### src/pkg/ep0c_cfg.svh
// Purpose: Constants of the endpoint-zero control-transfer handshake block.
// Assumes: Wishbone byte addresses are four times the register index.
// Notes: Offsets, field positions and reset values are defined here; the bench and checker repeat the byte addresses.
`ifndef EP0C_CFG_SVH
`define EP0C_CFG_SVH
// Register indexes; byte address is index times four
`define EP0C_IDX_SEL 6'h30
`define EP0C_IDX_CTL 6'h32
`define EP0C_IDX_DAT 6'h34
// Control register fields
`define EP0C_B_RESP_HI 15
`define EP0C_B_RESP_LO 14
`define EP0C_B_VALID 13
`define EP0C_B_FLUSH 12
`define EP0C_B_BUSY 11
`define EP0C_B_STATUS_STAGE_COMPLETE 10
`define EP0C_B_LEN_HI 8
`define EP0C_CTL_RST 16'h0800
`define EP0C_B_DIR 0
// Response codes
`define EP0C_RESP_NAK 2'h0
`define EP0C_RESP_BUF 2'h1
`define EP0C_RESP_STALL 2'h2
`define EP0C_LEN_W 9
`define EP0C_DEPTH 64
`endif

### src/pkg/ep0c_pkg.sv
// Purpose: Types shared by the endpoint-zero handshake block.
// Assumes: Encodings of stage and handshake are set by the serial engine.
// Notes: Stage codes arrive on STAGE_CODE.
package ep0c_pkg;
	typedef enum logic [1:0] {
		STG_SETUP = 2'h0,
		STG_DATA = 2'h1,
		STG_STATUS = 2'h2
	} ep0c_stage_t;
	typedef enum logic [2:0] {
		HS_ACK = 3'h0,
		HS_NAK = 3'h1,
		HS_STALL = 3'h2,
		HS_DATA = 3'h3,
		HS_ZLP = 3'h4
	} ep0c_hs_t;
	typedef enum {ST_IDLE, ST_RX, ST_TX} ep0c_state_t;
endpackage

### src/rtl/ep0c_mem.sv
// Purpose: Byte buffer for endpoint zero.
// Assumes: One write and one read port on the same clock.
// Notes: Read data comes from a register, one cycle after the address.
`timescale 1ns/1ps
module ep0c_mem #(
	parameter int DEPTH = 64,
	parameter int AW = 6
) (
	input wire logic clk,
	input wire logic we,
	input wire logic [AW-1:0] waddr,
	input wire logic [7:0] wdata,
	input wire logic [AW-1:0] raddr,
	output logic [7:0] rdata
);
	logic [7:0] mem [DEPTH];

	// Storage write
	always_ff @(posedge clk) begin
		if (we) begin
			mem[waddr] <= wdata;
		end
	end

	// Registered read keeps the output glitch free
	always_ff @(posedge clk) begin
		rdata <= mem[raddr];
	end
endmodule // ep0c_mem

### src/rtl/ep0c_ctrl.sv
// Purpose: Endpoint-zero handshake control with its Wishbone register.
// Assumes: Serial engine strobes are one-cycle pulses on MCLK.
// Notes: Handshake choice is frozen at the token of each transaction.
`timescale 1ns/1ps
`include "ep0c_cfg.svh"
module ep0c_ctrl #(
	parameter int DEPTH = `EP0C_DEPTH
) (
	input wire logic MCLK,
	input wire logic SRST,
	input wire logic [7:0] ADR_I,
	input wire logic [31:0] DAT_I,
	output logic [31:0] DAT_O,
	input wire logic WE_I,
	input wire logic [3:0] SEL_I,
	input wire logic CYC_I,
	input wire logic STB_I,
	output logic ACK_O,
	input wire logic [1:0] STAGE_CODE,
	input wire logic SETUP_TOK,
	input wire logic OUT_TOK,
	input wire logic IN_TOK,
	input wire logic RX_BYTE_VLD,
	input wire logic [7:0] RX_BYTE,
	input wire logic RX_DONE,
	input wire logic TX_RD,
	input wire logic TX_DONE,
	input wire logic AUTO_REQ,
	input wire logic SEQ_ERR,
	output logic HS_VALID,
	output logic [2:0] HS_CODE,
	output logic [7:0] TX_BYTE,
	output logic [8:0] TX_LEN,
	output logic NOT_READY_EVENT,
	output logic BUFFER_READY_EVENT
);
	localparam int AW = $clog2(DEPTH);
	// Named copy of the reset word so that its fields can be selected
	localparam logic [15:0] ctl_rst = `EP0C_CTL_RST;

	logic ack_r;
	logic [1:0] resp_r;
	logic valid_r;
	logic status_stage_complete_r;
	logic busy_r;
	logic dir_r;
	logic [8:0] len_r;
	logic [8:0] wr_ptr_r;
	logic [8:0] rd_ptr_r;
	logic [8:0] tx_ptr_r;
	ep0c_pkg::ep0c_state_t state_r;
	ep0c_pkg::ep0c_hs_t hs_lat_r;
	logic accept_r;
	logic data_xact_r;
	logic hs_valid_r;
	logic [2:0] hs_code_r;
	logic nrdy_r;
	logic brdy_r;
	logic [8:0] tx_len_r;
	logic [31:0] dat_r;
	logic [7:0] mem_rdata;

	// Index match on word address bits
	function automatic logic hit(input logic [7:0] a,
			input logic [5:0] idx);
		hit = (a[7:2] == idx);
	endfunction

	logic req;
	logic wr;
	logic rd;
	logic wr_ctl;
	logic wr_sel;
	logic wr_dat;
	logic rd_dat;
	logic sw_flush;
	logic sw_set_valid;
	logic rx_wr;
	logic cpu_wr;
	logic last_rd;
	logic [1:0] cur_resp;
	logic stage_data;
	logic stage_status;

	// Request taken once per cycle pair; ack follows one cycle later
	assign req = CYC_I & STB_I & ~ack_r;
	assign wr = req & WE_I;
	assign rd = req & ~WE_I;
	assign wr_ctl = wr & SEL_I[1] & hit(ADR_I, `EP0C_IDX_CTL);
	assign wr_sel = wr & SEL_I[0] & hit(ADR_I, `EP0C_IDX_SEL);
	assign wr_dat = wr & SEL_I[0] & hit(ADR_I, `EP0C_IDX_DAT);
	assign rd_dat = rd & hit(ADR_I, `EP0C_IDX_DAT);

	// Flush write: write direction only acts with data present
	assign sw_flush = wr_ctl & DAT_I[`EP0C_B_FLUSH]
		& (dir_r | valid_r);
	// Forced completion only in read direction; a 0 does nothing
	assign sw_set_valid = wr_ctl & dir_r & DAT_I[`EP0C_B_VALID];

	// Buffer traffic from the serial engine and from the CPU
	assign rx_wr = (state_r == ep0c_pkg::ST_RX) & accept_r & RX_BYTE_VLD
		& (wr_ptr_r < 9'(DEPTH));
	assign cpu_wr = wr_dat & dir_r & ~valid_r & (wr_ptr_r < 9'(DEPTH));
	assign last_rd = rd_dat & ~dir_r & valid_r
		& (rd_ptr_r + 9'h001 >= len_r);

	assign cur_resp = resp_r;
	assign stage_data = (STAGE_CODE == ep0c_pkg::STG_DATA);
	assign stage_status = (STAGE_CODE == ep0c_pkg::STG_STATUS);

	// Wishbone acknowledge: one cycle after the request is seen
	always_ff @(posedge MCLK) begin
		if (SRST) begin
			ack_r <= 1'b0;
		end else begin
			ack_r <= req;
		end
	end

	// Read data; unmapped addresses answer with zero
	always_ff @(posedge MCLK) begin
		if (SRST) begin
			dat_r <= 32'h0000_0000;
		end else if (rd) begin
			if (hit(ADR_I, `EP0C_IDX_CTL)) begin
				dat_r <= {16'h0000, resp_r, valid_r, 1'b0, busy_r,
					status_stage_complete_r, 1'b0, len_r};
			end else if (hit(ADR_I, `EP0C_IDX_SEL)) begin
				dat_r <= {31'h0000_0000, dir_r};
			end else if (hit(ADR_I, `EP0C_IDX_DAT)) begin
				dat_r <= {24'h00_0000, mem_rdata};
			end else begin
				dat_r <= 32'h0000_0000;
			end
		end
	end

	// Direction select steers the valid and flush behaviour
	always_ff @(posedge MCLK) begin
		if (SRST) begin
			dir_r <= 1'b0;
		end else if (wr_sel) begin
			dir_r <= DAT_I[`EP0C_B_DIR];
		end
	end

	// Response code: software first, automatic loads override it
	always_ff @(posedge MCLK) begin
		if (SRST) begin
			resp_r <= ctl_rst[`EP0C_B_RESP_HI:`EP0C_B_RESP_LO];
		end else begin
			if (wr_ctl & ~valid_r) begin
				resp_r <= DAT_I[`EP0C_B_RESP_HI:`EP0C_B_RESP_LO];
			end
			if (SEQ_ERR) begin
				resp_r <= `EP0C_RESP_STALL;
			end
			if (AUTO_REQ) begin
				resp_r <= `EP0C_RESP_BUF;
			end
			if (SETUP_TOK) begin
				resp_r <= `EP0C_RESP_NAK;
			end
		end
	end

	// Status-stage completion bit
	always_ff @(posedge MCLK) begin
		if (SRST) begin
			status_stage_complete_r <= ctl_rst[`EP0C_B_STATUS_STAGE_COMPLETE];
		end else begin
			if (wr_ctl) begin
				status_stage_complete_r <= DAT_I[`EP0C_B_STATUS_STAGE_COMPLETE];
			end
			if (AUTO_REQ) begin
				status_stage_complete_r <= 1'b1;
			end
			if (SETUP_TOK) begin
				status_stage_complete_r <= 1'b0;
			end
		end
	end

	// Valid flag: hardware set is last so it wins over any clear
	always_ff @(posedge MCLK) begin
		if (SRST) begin
			valid_r <= ctl_rst[`EP0C_B_VALID];
		end else begin
			if (sw_flush | last_rd) begin
				valid_r <= 1'b0;
			end
			if (state_r == ep0c_pkg::ST_TX && TX_DONE && dir_r) begin
				valid_r <= 1'b0;
			end
			if (sw_set_valid) begin
				valid_r <= 1'b1;
			end
			if (state_r == ep0c_pkg::ST_RX && RX_DONE && accept_r
					&& data_xact_r) begin
				valid_r <= 1'b1;
			end
		end
	end

	// Received length; cleared by flush or by reading everything
	always_ff @(posedge MCLK) begin
		if (SRST) begin
			len_r <= ctl_rst[`EP0C_B_LEN_HI:0];
		end else begin
			if (sw_flush | last_rd) begin
				len_r <= 9'h000;
			end
			if (state_r == ep0c_pkg::ST_RX && RX_DONE && accept_r
					&& data_xact_r) begin
				len_r <= wr_ptr_r;
			end
		end
	end

	// Buffer fill pointer, shared by reception and CPU writes
	always_ff @(posedge MCLK) begin
		if (SRST) begin
			wr_ptr_r <= 9'h000;
		end else begin
			if (sw_flush | last_rd) begin
				wr_ptr_r <= 9'h000;
			end else if (state_r == ep0c_pkg::ST_TX && TX_DONE
					&& dir_r) begin
				wr_ptr_r <= 9'h000;
			end else if (OUT_TOK && state_r == ep0c_pkg::ST_IDLE
					&& !dir_r && !valid_r) begin
				wr_ptr_r <= 9'h000;
			end else if (rx_wr | cpu_wr) begin
				wr_ptr_r <= wr_ptr_r + 9'h001;
			end
		end
	end

	// CPU read pointer walks the received bytes
	always_ff @(posedge MCLK) begin
		if (SRST) begin
			rd_ptr_r <= 9'h000;
		end else if (sw_flush | last_rd) begin
			rd_ptr_r <= 9'h000;
		end else if (rd_dat & ~dir_r & valid_r) begin
			rd_ptr_r <= rd_ptr_r + 9'h001;
		end
	end

	// Transmit pointer restarts at each IN token
	always_ff @(posedge MCLK) begin
		if (SRST) begin
			tx_ptr_r <= 9'h000;
		end else if (IN_TOK && state_r == ep0c_pkg::ST_IDLE) begin
			tx_ptr_r <= 9'h000;
		end else if (state_r == ep0c_pkg::ST_TX && TX_RD) begin
			tx_ptr_r <= tx_ptr_r + 9'h001;
		end
	end

	// Transaction sequencing; the answer is frozen at the token so
	// a response change mid packet only affects the next one
	always_ff @(posedge MCLK) begin
		if (SRST) begin
			state_r <= ep0c_pkg::ST_IDLE;
			hs_lat_r <= ep0c_pkg::HS_NAK;
			accept_r <= 1'b0;
			data_xact_r <= 1'b0;
		end else begin
			case (state_r)
			ep0c_pkg::ST_IDLE: begin
				if (SETUP_TOK) begin
					state_r <= ep0c_pkg::ST_RX;
					hs_lat_r <= ep0c_pkg::HS_ACK;
					accept_r <= 1'b0;
					data_xact_r <= 1'b0;
				end else if (OUT_TOK) begin
					state_r <= ep0c_pkg::ST_RX;
					data_xact_r <= stage_data;
					accept_r <= 1'b0;
					if (cur_resp[1]) begin
						hs_lat_r <= ep0c_pkg::HS_STALL;
					end else if (cur_resp == `EP0C_RESP_NAK) begin
						hs_lat_r <= ep0c_pkg::HS_NAK;
					end else if (stage_data) begin
						if (!dir_r && !valid_r) begin
							hs_lat_r <= ep0c_pkg::HS_ACK;
							accept_r <= 1'b1;
						end else begin
							hs_lat_r <= ep0c_pkg::HS_NAK;
						end
					end else if (stage_status && status_stage_complete_r && dir_r) begin
						hs_lat_r <= ep0c_pkg::HS_ACK;
					end else begin
						hs_lat_r <= ep0c_pkg::HS_NAK;
					end
				end else if (IN_TOK) begin
					accept_r <= 1'b0;
					data_xact_r <= stage_data;
					if (!cur_resp[1] && cur_resp != `EP0C_RESP_NAK
							&& stage_data && dir_r && valid_r) begin
						state_r <= ep0c_pkg::ST_TX;
					end else if (!cur_resp[1]
							&& cur_resp != `EP0C_RESP_NAK
							&& stage_status && status_stage_complete_r && !dir_r) begin
						state_r <= ep0c_pkg::ST_TX;
					end
				end
			end
			ep0c_pkg::ST_RX: begin
				if (RX_DONE) begin
					state_r <= ep0c_pkg::ST_IDLE;
				end
			end
			ep0c_pkg::ST_TX: begin
				if (TX_DONE) begin
					state_r <= ep0c_pkg::ST_IDLE;
				end
			end
			default: begin
				state_r <= ep0c_pkg::ST_IDLE;
			end
			endcase
		end
	end

	// Handshake pulse: IN answers at the token, OUT and setup at the
	// end of their data packet
	always_ff @(posedge MCLK) begin
		if (SRST) begin
			hs_valid_r <= 1'b0;
			hs_code_r <= ep0c_pkg::HS_NAK;
		end else begin
			hs_valid_r <= 1'b0;
			if (state_r == ep0c_pkg::ST_RX && RX_DONE) begin
				hs_valid_r <= 1'b1;
				hs_code_r <= hs_lat_r;
			end else if (state_r == ep0c_pkg::ST_IDLE && IN_TOK
					&& !SETUP_TOK) begin
				hs_valid_r <= 1'b1;
				if (cur_resp[1]) begin
					hs_code_r <= ep0c_pkg::HS_STALL;
				end else if (cur_resp == `EP0C_RESP_NAK) begin
					hs_code_r <= ep0c_pkg::HS_NAK;
				end else if (stage_data) begin
					hs_code_r <= (dir_r && valid_r) ?
						ep0c_pkg::HS_DATA :
						ep0c_pkg::HS_NAK;
				end else if (stage_status && status_stage_complete_r && !dir_r) begin
					hs_code_r <= ep0c_pkg::HS_ZLP;
				end else begin
					hs_code_r <= ep0c_pkg::HS_NAK;
				end
			end
		end
	end

	// Not-ready and buffer-ready event pulses
	always_ff @(posedge MCLK) begin
		if (SRST) begin
			nrdy_r <= 1'b0;
			brdy_r <= 1'b0;
		end else begin
			nrdy_r <= state_r == ep0c_pkg::ST_IDLE && !SETUP_TOK
				&& resp_r == `EP0C_RESP_BUF && stage_data
				&& ((OUT_TOK && (dir_r || valid_r))
				|| (IN_TOK && !(dir_r && valid_r)));
			brdy_r <= state_r == ep0c_pkg::ST_RX && RX_DONE
				&& accept_r && data_xact_r;
		end
	end

	// Busy while a transaction owns the buffer; set by reset
	always_ff @(posedge MCLK) begin
		if (SRST) begin
			busy_r <= ctl_rst[`EP0C_B_BUSY];
		end else begin
			busy_r <= (state_r != ep0c_pkg::ST_IDLE);
		end
	end

	// Length offered to the transmitter, taken at the IN token
	always_ff @(posedge MCLK) begin
		if (SRST) begin
			tx_len_r <= 9'h000;
		end else if (IN_TOK && state_r == ep0c_pkg::ST_IDLE) begin
			tx_len_r <= (stage_data && dir_r) ? wr_ptr_r : 9'h000;
		end
	end

	// Buffer memory; reads follow the transmitter while it sends
	ep0c_mem #(
		.DEPTH(DEPTH),
		.AW(AW)
	) u_mem (
		.clk(MCLK),
		.we(rx_wr | cpu_wr),
		.waddr(wr_ptr_r[AW-1:0]),
		.wdata(rx_wr ? RX_BYTE : DAT_I[7:0]),
		.raddr((state_r == ep0c_pkg::ST_TX) ? tx_ptr_r[AW-1:0] :
			rd_ptr_r[AW-1:0]),
		.rdata(mem_rdata)
	);

	// Outputs straight from flip-flops
	assign ACK_O = ack_r;
	assign DAT_O = dat_r;
	assign HS_VALID = hs_valid_r;
	assign HS_CODE = hs_code_r;
	assign TX_BYTE = mem_rdata;
	assign TX_LEN = tx_len_r;
	assign NOT_READY_EVENT = nrdy_r;
	assign BUFFER_READY_EVENT = brdy_r;
endmodule // ep0c_ctrl

### config.mk
export PLATFORM = sky130hd
export DESIGN_NAME = ep0c_ctrl
export DESIGN_NICKNAME = d
export VERILOG_FILES = /design/src/pkg/ep0c_pkg.sv /design/src/rtl/ep0c_mem.sv /design/src/rtl/ep0c_ctrl.sv
export VERILOG_INCLUDE_DIRS = /design/src /design/src/pkg
export SDC_FILE = /design/constraint.sdc
export NUM_CORES = 1
export LEC_CHECK = 0
export ABC_AREA = 1
export CELL_PAD_IN_SITES_DETAIL_PLACEMENT = 1
export CELL_PAD_IN_SITES_GLOBAL_PLACEMENT = 1
export CORE_UTILIZATION = 45
export DETAILED_ROUTE_END_ITERATION = 6
export DONT_BUFFER_PORTS = 1
export GPL_TIMING_DRIVEN = 0
export PLACE_DENSITY_LB_ADDON = 0.1
export REMOVE_ABC_BUFFERS = 1
export SLEW_MARGIN = 0
export SYNTH_ARGS = -nofsm -noshare
export SYNTH_HDL_FRONTEND = slang
export SYNTH_SLANG_ARGS = --single-unit
### constraint.sdc
create_clock -name MCLK -period 2.83 [get_ports MCLK]
set_input_delay 0.1415 -clock MCLK [delete_from_list [all_inputs] [get_ports MCLK]]
set_output_delay 0.1415 -clock MCLK [all_outputs]
set_load 0.01 [all_outputs]
=== Word level (Yosys, flattened, before mapping) ===
Memories as Yosys holds them, arrays and structs flattened. A register that Yosys moved wholly into a read port is not among the register bits.
Cells that the tools add are included.

* Bits in registers: 127
* Memory bits (writable): 512
* Bits of input ports: 68
* Logic and storage cells: 183
* Memories: 1

* Add/sub/neg operators: 3
* Magnitude comparators: 2
* Equal/unequal tests: 14
* Multiplexer cells: 53
* Bitwise operators: 31
* Reduce and logical (&&, ||, !) cells: 58

{| class="wikitable"
|+ Memories
! name !! depth !! width !! rd ports !! clocked after memory_dff !! write ports !! RTL line !! RTL
|-
| u_mem.mem || 64 || 8 || 1 || 1 || 1 || ep0c_mem.sv:16 || <nowiki>logic [7:0] mem [DEPTH];</nowiki>
|}

{| class="wikitable"
|+ Operator list
! cell !! count
|-
| two-way mux 32 bit || 7
|-
| one-hot mux 32 bit (3 select lines) || 1
|-
| equality test 32 x 2 -> 1 bit, second input constant || 2
|-
| logical NOT 32 bit || 2
|-
| two-way mux 3 bit || 11
|-
| equality test 32 x 1 -> 1 bit, second input constant || 1
|-
| equality test 32 x 3 -> 1 bit, second input constant || 1
|-
| nonzero test 32 bit || 1
|-
| logical AND 1 bit || 30
|-
| adder 9 x 1 -> 9 bit, second input constant || 3
|-
| two-way mux 9 bit || 3
|-
| AND 1 bit || 24
|-
| two-way mux 8 bit || 3
|-
| two-way mux 1 bit || 23
|-
| equality test 6 bit, second input constant || 3
|-
| two-way mux 16 bit || 1
|-
| nonzero test 2 bit || 6
|-
| >= comparator 9 bit || 1
|-
| less-than comparator 9 x 7 -> 1 bit, second input constant || 1
|-
| two-way mux 2 bit || 3
|-
| two-way mux 6 bit || 1
|-
| nonzero test 3 bit || 2
|-
| OR reduction 2 bit || 3
|-
| logical NOT 1 bit || 5
|-
| other kinds (14) || 23
|}

=== Logic depth before layout (Yosys ltp) ===
Gate-level depths: netlist of the first run.

* Word-level depth: 12
* Mapped depth: 17

=== Modules after synthesis ===
From an unflattened synthesis of the first run, not the netlist that was laid out.

* Cells, all modules: 2389
* Area total of the unflattened synthesis: 25460.7 um^2

{| class="wikitable"
|+ By module, submodules not included
! module !! instances !! cells each !! area an instance (um^2) !! sequential area each (um^2)
|-
| ep0c_mem || 1 || 1806 || 21280.4 || 15534.9
|-
| ep0c_ctrl || 1 || 583 || 4180.3 || 1501.4
|}

=== Worst setup path after synthesis of the first run ===
OpenSTA, ideal clock, no wires.

* Kind: register -> register
* Start point: reg rd_ptr_r[0]
* End point: reg valid_r
* Setup time: 70 ps
* Arrival: 2372 ps
* Data required time: 2760 ps
* Slack: 388 ps
* Cell stages (with the launch flop): 17
* Period minus slack after synthesis: 2442 ps
* Path through: dfxtp_1 ha_1 nand2_1 nor2_1 nand3_1 nor2_1 nand2_1 xor2_1 inv_1 ha_1 a21oi_1 o21a_1 nand4_1 nand2_2 nand3_2 buf_6 o21bai_1

* Longest elaborated chain between the ends: 5

{| class="wikitable"
|+ RTL lines
! element !! RTL line !! RTL
|-
| start, declared || ep0c_ctrl.sv:49 || <nowiki>logic [8:0] rd_ptr_r;</nowiki>
|-
| start signal, assigned || ep0c_ctrl.sv:246 || <nowiki>rd_ptr_r <= rd_ptr_r + 9'h001;</nowiki>
|-
| adder 9 x 1 -> 9 bit || ep0c_ctrl.sv:105 || <nowiki>& (rd_ptr_r + 9'h001 >= len_r);</nowiki>
|-
| >= comparator 9 bit || ep0c_ctrl.sv:105 ||
|-
| AND 1 bit || ep0c_ctrl.sv:105 ||
|-
| bitwise OR 1 bit || ep0c_ctrl.sv:189 || <nowiki>if (sw_flush | last_rd) begin</nowiki>
|-
| nonzero test 4 bit (no line) || -- ||
|-
| end signal, assigned || ep0c_ctrl.sv:187 || <nowiki>valid_r <= ctl_rst[`EP0C_B_VALID];</nowiki>
|-
| end, declared || ep0c_ctrl.sv:43 || <nowiki>logic valid_r;</nowiki>
|}

Every way passes these cells.
A chain may end at the register's enable or synchronous reset.

=== Final worst setup path of the first run ===
* Start point: reg tx_ptr_r[0]
* End point: reg u_mem.rdata[3], read port of u_mem.mem

* Longest elaborated chain between the ends: 1

{| class="wikitable"
|+ RTL lines
! element !! RTL line !! RTL
|-
| start, declared || ep0c_ctrl.sv:50 || <nowiki>logic [8:0] tx_ptr_r;</nowiki>
|-
| start signal, assigned || ep0c_ctrl.sv:257 || <nowiki>tx_ptr_r <= tx_ptr_r + 9'h001;</nowiki>
|-
| two-way mux 6 bit || ep0c_ctrl.sv:400 || <nowiki>.raddr((state_r == ep0c_pkg::ST_TX) ? tx_ptr_r[AW-1:0] :</nowiki>
|-
| end, declared || ep0c_mem.sv:14 || <nowiki>output logic [7:0] rdata</nowiki>
|}

Every way passes these cells.

==> impl_metrics.sql, run 1 <==
INSERT INTO impl_metrics (metric_group, metric, value, unit) VALUES
('synthesis', 'synth_area_per_cell', '9.743', 'um^2'),
('sta', 'timing_hold_violations_final', '0', ''),
('synthesis', 'synth_top_cell_by_area', 'sky130_fd_sc_hd__edfxtp_1', ''),
('die', 'count_of_boundary_i_o_pins', '124', ''),
('worst_setup_path', 'critical-path-max-stage-delay', '0.63', 'ns'),
('route', 'drt_first_iter_violations', '1389', ''),
('sta', 'fin_ws', '-0.004191', 'ns'),
('synthesis', 'synth_enable_flop_cells', '512', ''),
('status', 'failed_checks', 'setup timing', ''),
('grt', 'number_of_global_route_vias_before_repair', '20250', ''),
('worst_setup_path', 'startpoint_type', 'register', ''),
('worst_setup_path', 'worstPathRequired', '3.28', 'ns'),
('sta', 'setup_viol', '1', ''),
('clock_tree', 'clock_tree_from_tritoncts', 'built', ''),
('pwr', 'leakage', '12.59', 'nW'),
('route', 'wl_met3', '4692', 'um'),
('worst_setup_path', 'critical_path.cell_chain', 'nand3_4 > nand2_8 > buf_16 > nand2_1 > nand3_1 > nand3_1 > nand3_1 > nand3_1 > nand3_1 > nand2_1', ''),
('clock_tree', 'clock_sink_count', '595', ''),
('clock_tree', 'cts.htree.levels', '3', ''),
('clock_tree', 'cts-root-buf', 'sky130_fd_sc_hd__clkbuf_16', ''),
('clock_tree', 'cts.clk_slew.worst_paths', '0.06', 'ns'),
('route', 'vias', '19800', ''),
('synthesis', 'netlist_area', '26770', 'um^2'),
('synthesis', 'synthArstFlopShare', '0', '%'),
('final_layout', 'drive_above_1_share', '9.704', '%'),
('final_layout', 'antenna_cells', '0', ''),
('route', 'antenna_violating_nets_post_route', '0', ''),
('final_layout', 'final.fill_count', '6495', ''),
('final_layout', 'leading_cell_types_in_the_layout_fill_and_taps_excluded', '603 x sky130_fd_sc_hd__nand2_1, 564 x sky130_fd_sc_hd__nand3_1, 533 x sky130_fd_sc_hd__inv_1', ''),
('die', 'placementRows', '89', ''),
('sta', 'fin_skew', '0.01791', 'ns'),
('grt', 'grt_antenna_before_repair', '1', ''),
('pwr', 'p_sw', '4.008', 'mW'),
('route', 'wl', '85020', 'um'),
('clock_tree', 'tritoncts.num_buffers', '68', ''),
('pwr', 'swShare', '21.19', '%'),
('place', 'gp_congestion', '0.8545', ''),
('worst_setup_path', 'crit_top_cell', 'sky130_fd_sc_hd__nand3_1', ''),
('grt', 'grt_use_total', '27.48', '%'),
('route', 'detail_route.drc_violations', '0', ''),
('route', 'drt_pass1_iterations', '5', ''),
('sta', 'worst_slew_pin_slew', '1.089', 'ns'),
('sta', 'timing.slew.headroom', '27.15', '%'),
('status', 'run_status', 'complete, but fails checks', ''),
('place', 'placed_cells_incl_taps', '3407', ''),
('route', 'dr.max_layer_used', 'met5', ''),
('hold_path', 'hold_path.class', 'in -> reg', ''),
('final_layout', 'multi_input_combinational_cell_area', '7632', 'um^2'),
('route', 'drt-vias-per-instance', '5.490', ''),
('synthesis', 'synth.ff_latch_count', '595', ''),
('route', 'm1WireLength', '35670', 'um'),
('place', 'portBuffers', '0', ''),
('synthesis', 'ys_dominant_reg_cell', 'sky130_fd_sc_hd__edfxtp_1', ''),
('final_layout', 'stdcell_count', '3607', ''),
('pwr', 'comb_power_share', '3.2', '%'),
('route', 'met2_wl_post_dr', '41970', 'um'),
('die', 'core_area', '58910', 'um^2'),
('grt', 'grt_pass1_wl', '123500', 'um'),
('worst_setup_path', 'critical_path_arrival', '3.29', 'ns'),
('synthesis', 'synth.area.top_cells', 'sky130_fd_sc_hd__edfxtp_1 57%, sky130_fd_sc_hd__nand3_1 11%, sky130_fd_sc_hd__nand2_1 8.5%', ''),
('sta', 'slew_viol_final', '0', ''),
('sta', 'post-route-min-period', '2.834', 'ns'),
('pwr', 'cell_internal_pwr', '14.91', 'mW'),
('synthesis', 'yosys_warnings', '0', ''),
('sta', 'fin_crit_sh', '100.1', '%'),
('clock_tree', 'cts-root-to-sink-buffers', '3', ''),
('die', 'start_util', '45.45', '%'),
('sta', 'rsz0062_at_grt', 'true', ''),
('pwr', 'p_per_area', '612.0', 'nW/um^2'),
('final_layout', 'mostFrequentLayoutCell', 'sky130_fd_sc_hd__nand2_1', ''),
('sta', 'maxClockFrequency', '352.8', 'MHz');
[worst paths after layout]
path	slack (ns)	cells after the start	start	endpoint
worst max-delay path	-0.004	10	tx_ptr_r[0]	u_mem.rdata[3]
worst min-delay path	0.04	4	ADR_I[4]	DAT_O[4]
worst max register to register	-0.004	10	tx_ptr_r[0]	u_mem.rdata[3]
worst min register to register	0.45	2	busy_r	DAT_O[11]
[logic make-up (layout without fill, tap and decap cells)]
kind of cell	Yosys count	in the layout	share of synthesized area, %
AO/OA/AOI/OAI	103	103	2.346
XOR/XNOR	7	7	0.2290
adder cells (fa/ha/maj)	13	13	0.6075
buffers and inverters	690	746	10.81
flip-flops	595	595	63.63
multiplexers	8	8	0.3365
other	1	18	0.01401
AND/OR/NAND/NOR	1331	1344	22.03
[through the flow]
stage	TNS [ns]	total power [mW]	cell area, um^2	hold slack (ns)	setup WS [ns]
after floorplan	-22.57	10.02	25980	0.2106	-2.825
after detailed placement	-862.15	10.24	27390	0.2166	-1.726
after CTS	-4.479	19.02	30420	0.01510	-0.1543
final	-0.004191	18.92	30910	0.03845	-0.004191
after global routing	-0.4340	19.42	30910	0.04787	-0.1351
after global placement	-945.84	10.23	26950	0.2141	-8.886
[critical path: cells and delay by family, from the launching register on]
family	cells	cell delay (ns)
buffers and inverters	1	0.32
DFF	1	0.63
and+or+nand+nor	9	1.70
[state kept, by name, summed over array words and instances, names as in the netlist, 2 cells and up]
register     cells
u_mem.rdata      8
state_r          2
HS_CODE          3
wr_ptr_r         9
TX_LEN           9
cur_resp         2
DAT_O           14
hs_lat_r         2
u_mem.mem      512
rd_ptr_r         9
len_r            9
tx_ptr_r         6
[synthesized netlist by cell type (2+ instances only)]
cell type	instances
sky130_fd_sc_hd__buf_4	53
sky130_fd_sc_hd__xnor2_1	2
sky130_fd_sc_hd__a221oi_1	4
sky130_fd_sc_hd__nand2_4	3
sky130_fd_sc_hd__buf_6	5
sky130_fd_sc_hd__a21oi_1	47
sky130_fd_sc_hd__nand2_2	3
sky130_fd_sc_hd__nand2_1	604
sky130_fd_sc_hd__o21a_1	2
sky130_fd_sc_hd__nand3_2	4
sky130_fd_sc_hd__nand4_1	11
sky130_fd_sc_hd__nand3b_1	2
sky130_fd_sc_hd__clkbuf_1	35
sky130_fd_sc_hd__o21ai_1	2
sky130_fd_sc_hd__buf_2	54
sky130_fd_sc_hd__o21ai_2	4
sky130_fd_sc_hd__nor2_1	115
sky130_fd_sc_hd__mux2_2	8
sky130_fd_sc_hd__ha_1	13
sky130_fd_sc_hd__inv_1	534
sky130_fd_sc_hd__nand4_2	2
sky130_fd_sc_hd__nor3_1	12
sky130_fd_sc_hd__nor2_2	2
sky130_fd_sc_hd__dfxtp_1	83
sky130_fd_sc_hd__xor2_1	5
sky130_fd_sc_hd__a32o_1	9
sky130_fd_sc_hd__a22oi_1	4
sky130_fd_sc_hd__a31oi_1	4
sky130_fd_sc_hd__edfxtp_1	512
sky130_fd_sc_hd__o21ai_0	21
sky130_fd_sc_hd__inv_2	8
sky130_fd_sc_hd__nand3_1	565
[repair_timing]
action / CTS / global route
hold buffers: 33 / 0
gates resized for setup: 101 / 47
setup buffers: 13 / 16
cloned: 8 / 8
pin swaps: 8 / 11
hold endpoints to repair: 51 / 0
endpoints found under the setup margin: 1059 / 375
[final cells by class]
cell class | instances | area share, %
clock inverters | 33 | 0.8986
well taps | 773 | 3.129
multi-input cells | 1493 | 24.69
repair buffers | 80 | 3.222
inverters | 543 | 6.639
repair inverters | 1 | 0.02429
clock buffers | 89 | 6.238
flip-flops and latches | 595 | 55.16
[power by group through the flow]
stage	Sequential, mW	Clock [mW]	Combinational [mW]
after floorplan	9.73	0	0.291
after global placement	9.74	0	0.493
after detailed placement	9.73	0	0.509
after CTS	9.55	8.91	0.563
after global routing	9.55	9.23	0.640
final	9.55	8.77	0.600
[metal layers]
| metal | vias to the layer above | global-route usage, % |
|---|---|---|
| met5 | - | 0 |
| met4 | 2 | 9.792 |
| met3 | 159 | 4.278 |
| met2 | 582 | 46.81 |
| met1 | 10000 | 35.42 |
| li1 | 9055 | - |
Power figures use the tool's default switching activity.
==> run 2, diff against run 1 <==
- CTS_BUF_LIST: not set -> sky130_fd_sc_hd__clkbuf_8
==> impl_metrics.sql, run 2 (synthesized netlist as in run 1, its figures left out) <==
INSERT INTO impl_metrics (metric_group, metric, value, unit) VALUES
('route', 'antenna_violating_nets_post_route', '0', ''),
('sta', 'timing.slew.headroom', '25.08', '%'),
('sta', 'maxClockFrequency', '344.8', 'MHz'),
('die', 'fp.dieArea', '60470', 'um^2'),
('die', 'placementRows', '89', ''),
('worst_setup_path', 'r2r-end', 'u_mem.mem[15][6]', ''),
('pwr', 'power_share_of_the_sequential_group', '55.5', '%'),
('sta', 'timing_hold_violations_final', '0', ''),
('clock_tree', 'cts-root-to-sink-buffers', '3', ''),
('grt', 'grt_antenna_before_repair', '2', ''),
('sta', 'fin_skew', '0.03071', 'ns'),
('worst_setup_path', 'startpoint_type', 'input pin', ''),
('clock_tree', 'clock_tree_from_tritoncts', 'built', ''),
('die', 'dieWidth', '245.9', 'um'),
('die', 'start_util', '45.45', '%'),
('pwr', 'ir_worst_vdd', '417.2', 'uV'),
('final_layout', 'leading_cell_types_in_the_layout_fill_and_taps_excluded', '603 x sky130_fd_sc_hd__nand2_1, 575 x sky130_fd_sc_hd__inv_1, 564 x sky130_fd_sc_hd__nand3_1', ''),
('grt', 'number_of_global_route_vias_before_repair', '20680', ''),
('route', 'wl', '85710', 'um'),
('worst_setup_path', 'critical_path_arrival', '3.53', 'ns'),
('worst_setup_path', 'worstPathRequired', '3.46', 'ns'),
('worst_setup_path', 'setup.reg_to_reg.worst_slack', '0.01', 'ns'),
('pwr', 'comb_power_share', '3.7', '%'),
('worst_setup_path', 'critPathMaxFanout', '5', ''),
('route', 'wire_per_inst', '23.21', 'um'),
('worst_setup_path', 'worst_r2r_path_depth', '5', ''),
('status', 'run_status', 'complete, but fails checks', ''),
('hold_path', 'hold_path_startpoint', 'DAT_I[5]', ''),
('grt', 'grt_use_total', '27.95', '%'),
('hold_path', 'hold_end', 'u_mem.mem[1][5]', ''),
('grt', 'maximum_number_of_pins_on_one_net_before_global_route_repair', '65', ''),
('pwr', 'p_per_area', '559.5', 'nW/um^2'),
('grt', 'grt_remaining_overflow', '0', ''),
('route', 'drt_pass1_iterations', '5', ''),
('pwr', 'swShare', '23.11', '%'),
('sta', 'worst_slew_pin_slew', '1.120', 'ns'),
('grt', 'grt_pass1_wl', '125200', 'um'),
('worst_setup_path', 'rr_startpoint', 'wr_ptr_r[6]', ''),
('status', 'failed_checks', 'setup timing', ''),
('sta', 'slew_viol_final', '0', ''),
('worst_setup_path', 'setup.worst_path.end_class', 'register', ''),
('clock_tree', 'cts-root-buf', 'sky130_fd_sc_hd__clkbuf_8', ''),
('final_layout', 'finish.utilization', '52.29', '%'),
('final_layout', 'largest_register_ffs', '512', ''),
('place', 'gp_congestion', '0.8545', ''),
('sta', 'setup_viol', '1', ''),
('hold_path', 'hold-path-cell-count', '1', ''),
('clock_tree', 'cts.htree.levels', '3', ''),
('place', 'detailedPlacementHpwl', '46270', 'um'),
('final_layout', 'num-nets-final', '2919', ''),
('pwr', 'p_clk_share', '40.8', '%'),
('route', 'vias', '20130', ''),
('job', 'maxCapViolCount', '0', ''),
('final_layout', 'drive_above_1_share', '10.76', '%'),
('final_layout', 'final.fill_count', '6584', ''),
('final_layout', 'mostFrequentLayoutCell', 'sky130_fd_sc_hd__nand2_1', ''),
('pwr', 'leakage', '12.75', 'nW'),
('sta', 'fin_crit_sh', '102.5', '%'),
('final_layout', 'register_ranked_first_by_flip_flop_count', 'u_mem.mem', ''),
('place', 'portBuffers', '0', ''),
('route', 'drt_first_iter_violations', '1412', ''),
('route', 'detail_route.drc_violations', '0', ''),
('clock_tree', 'clock_sink_count', '595', ''),
('pwr', 'cell_internal_pwr', '13.25', 'mW'),
('sta', 'fin_ws', '-0.07001', 'ns'),
('clock_tree', 'clkLatencyLatePin', '0.70', 'ns'),
('final_layout', 'area_growth_from_synthesis_to_layout', '15.04', '%'),
('sta', 'hold_ws', '0.1117', 'ns'),
('sta', 'post-route-min-period', '2.900', 'ns'),
('die', 'count_of_boundary_i_o_pins', '124', ''),
('worst_setup_path', 'timing_worst_setup_path_type', 'in -> reg', ''),
('sta', 'rsz0062_at_grt', 'true', ''),
('clock_tree', 'cts.clk_slew.worst_paths', '0.06', 'ns'),
('pwr', 'p_sw', '3.982', 'mW'),
('die', 'die_h', '245.9', 'um'),
('die', 'core_area', '58910', 'um^2'),
('hold_path', 'hold_path.class', 'in -> reg', ''),
('route', 'drt-vias-per-instance', '5.451', ''),
('clock_tree', 'tritoncts.num_buffers', '103', '');
run 2: cell types whose count changed in the layout (fill, tap and decap cells not counted), sizes merged:
cell         change
nand2            +1
clkinv           +8
dlygate4sd3     +17
clkinvlp         -2
diode            +2
buf              +2
inv             +41
clkbuf          +22
bufinv           -5
run 2: worst max path at each step:
stage / to / from / slack (ns)
3_5_place_dp: u_mem.mem[19][3] / wr_ptr_r[6] / -1.73
6_report: cur_resp[1] / ADR_I[5] / -0.07
5_1_grt: cur_resp[1] / ADR_I[4] / -0.15
3_3_place_gp: u_mem.rdata[7] / state_r[1] / -8.89
2_1_floorplan: u_mem.rdata[2] / state_r[1] / -2.83
4_1_cts: u_mem.mem[46][4] / wr_ptr_r[6] / -0.25
run 2: metrics by stage:
step	instance area (um^2)	total power [mW]	cells	TNS [ns]	setup slack (ns)
4_1_cts	30360	17.31	3674	-10.99	-0.2454
6_report	30800	17.23	3693	-0.07001	-0.07001
3_3_place_gp	26950	10.23	3391	-945.84	-8.886
3_5_place_dp	27390	10.24	3407	-862.15	-1.726
2_1_floorplan	25980	10.02	2618	-22.57	-2.825
5_1_grt	30800	17.76	3693	-0.2386	-0.1476
run 2: final cells by class:
cell class	instances	area [um^2]	share of cell area (%)
flip-flops and latches	595	17050	55.36
multi-input cells	1494	7632	24.78
inverters	543	2059	6.686
clock buffers	110	1514	4.915
repair buffers	100	1264	4.103
well taps	773	967.2	3.140
clock inverters	75	301.5	0.9790
repair inverters	1	7.507	0.02437
diodes	2	5.005	0.01625
run 2: timing repair:
item	4_1_cts	5_1_grt
cloned	12	7
hold buffers	50	0
gates resized for setup	90	54
pin swaps	15	11
endpoints found under the setup margin	1059	158
setup buffers	20	10
endpoints found under the hold margin	65	0
run 2: critical path, cell delays in order:
cell                            delay, ns
sky130_fd_sc_hd__dlygate4sd3_1       0.58
sky130_fd_sc_hd__nor2_1              0.16
sky130_fd_sc_hd__nand4_1             0.12
sky130_fd_sc_hd__dlygate4sd3_1       0.60
sky130_fd_sc_hd__inv_1               0.09
sky130_fd_sc_hd__nand2_1             0.08
sky130_fd_sc_hd__nor2_2              0.23
sky130_fd_sc_hd__nand3_1             0.14
sky130_fd_sc_hd__dlygate4sd3_1       0.60
sky130_fd_sc_hd__nand2_1             0.09
sky130_fd_sc_hd__dlygate4sd3_1       0.54
sky130_fd_sc_hd__nand4_1             0.07
sky130_fd_sc_hd__inv_1               0.09
run 2: per-layer routing:
layer | vias to the layer above | global-route usage (%) | wire, um
met5 | - | 0 | 0
met4 | 0 | 9.938 | 2601
met3 | 171 | 4.649 | 4757
met2 | 630 | 47.06 | 42290
met1 | 10150 | 36.29 | 36060
li1 | 9179 | - | -
run 2: power groups by stage:
stage / sequential (mW) / clock (mW) / combinational [mW]
detailed placement: 9.73 / 0 / 0.509
CTS: 9.55 / 7.16 / 0.598
floorplan: 9.73 / 0 / 0.291
global route: 9.55 / 7.53 / 0.676
global placement: 9.74 / 0 / 0.493
finish: 9.56 / 7.04 / 0.639
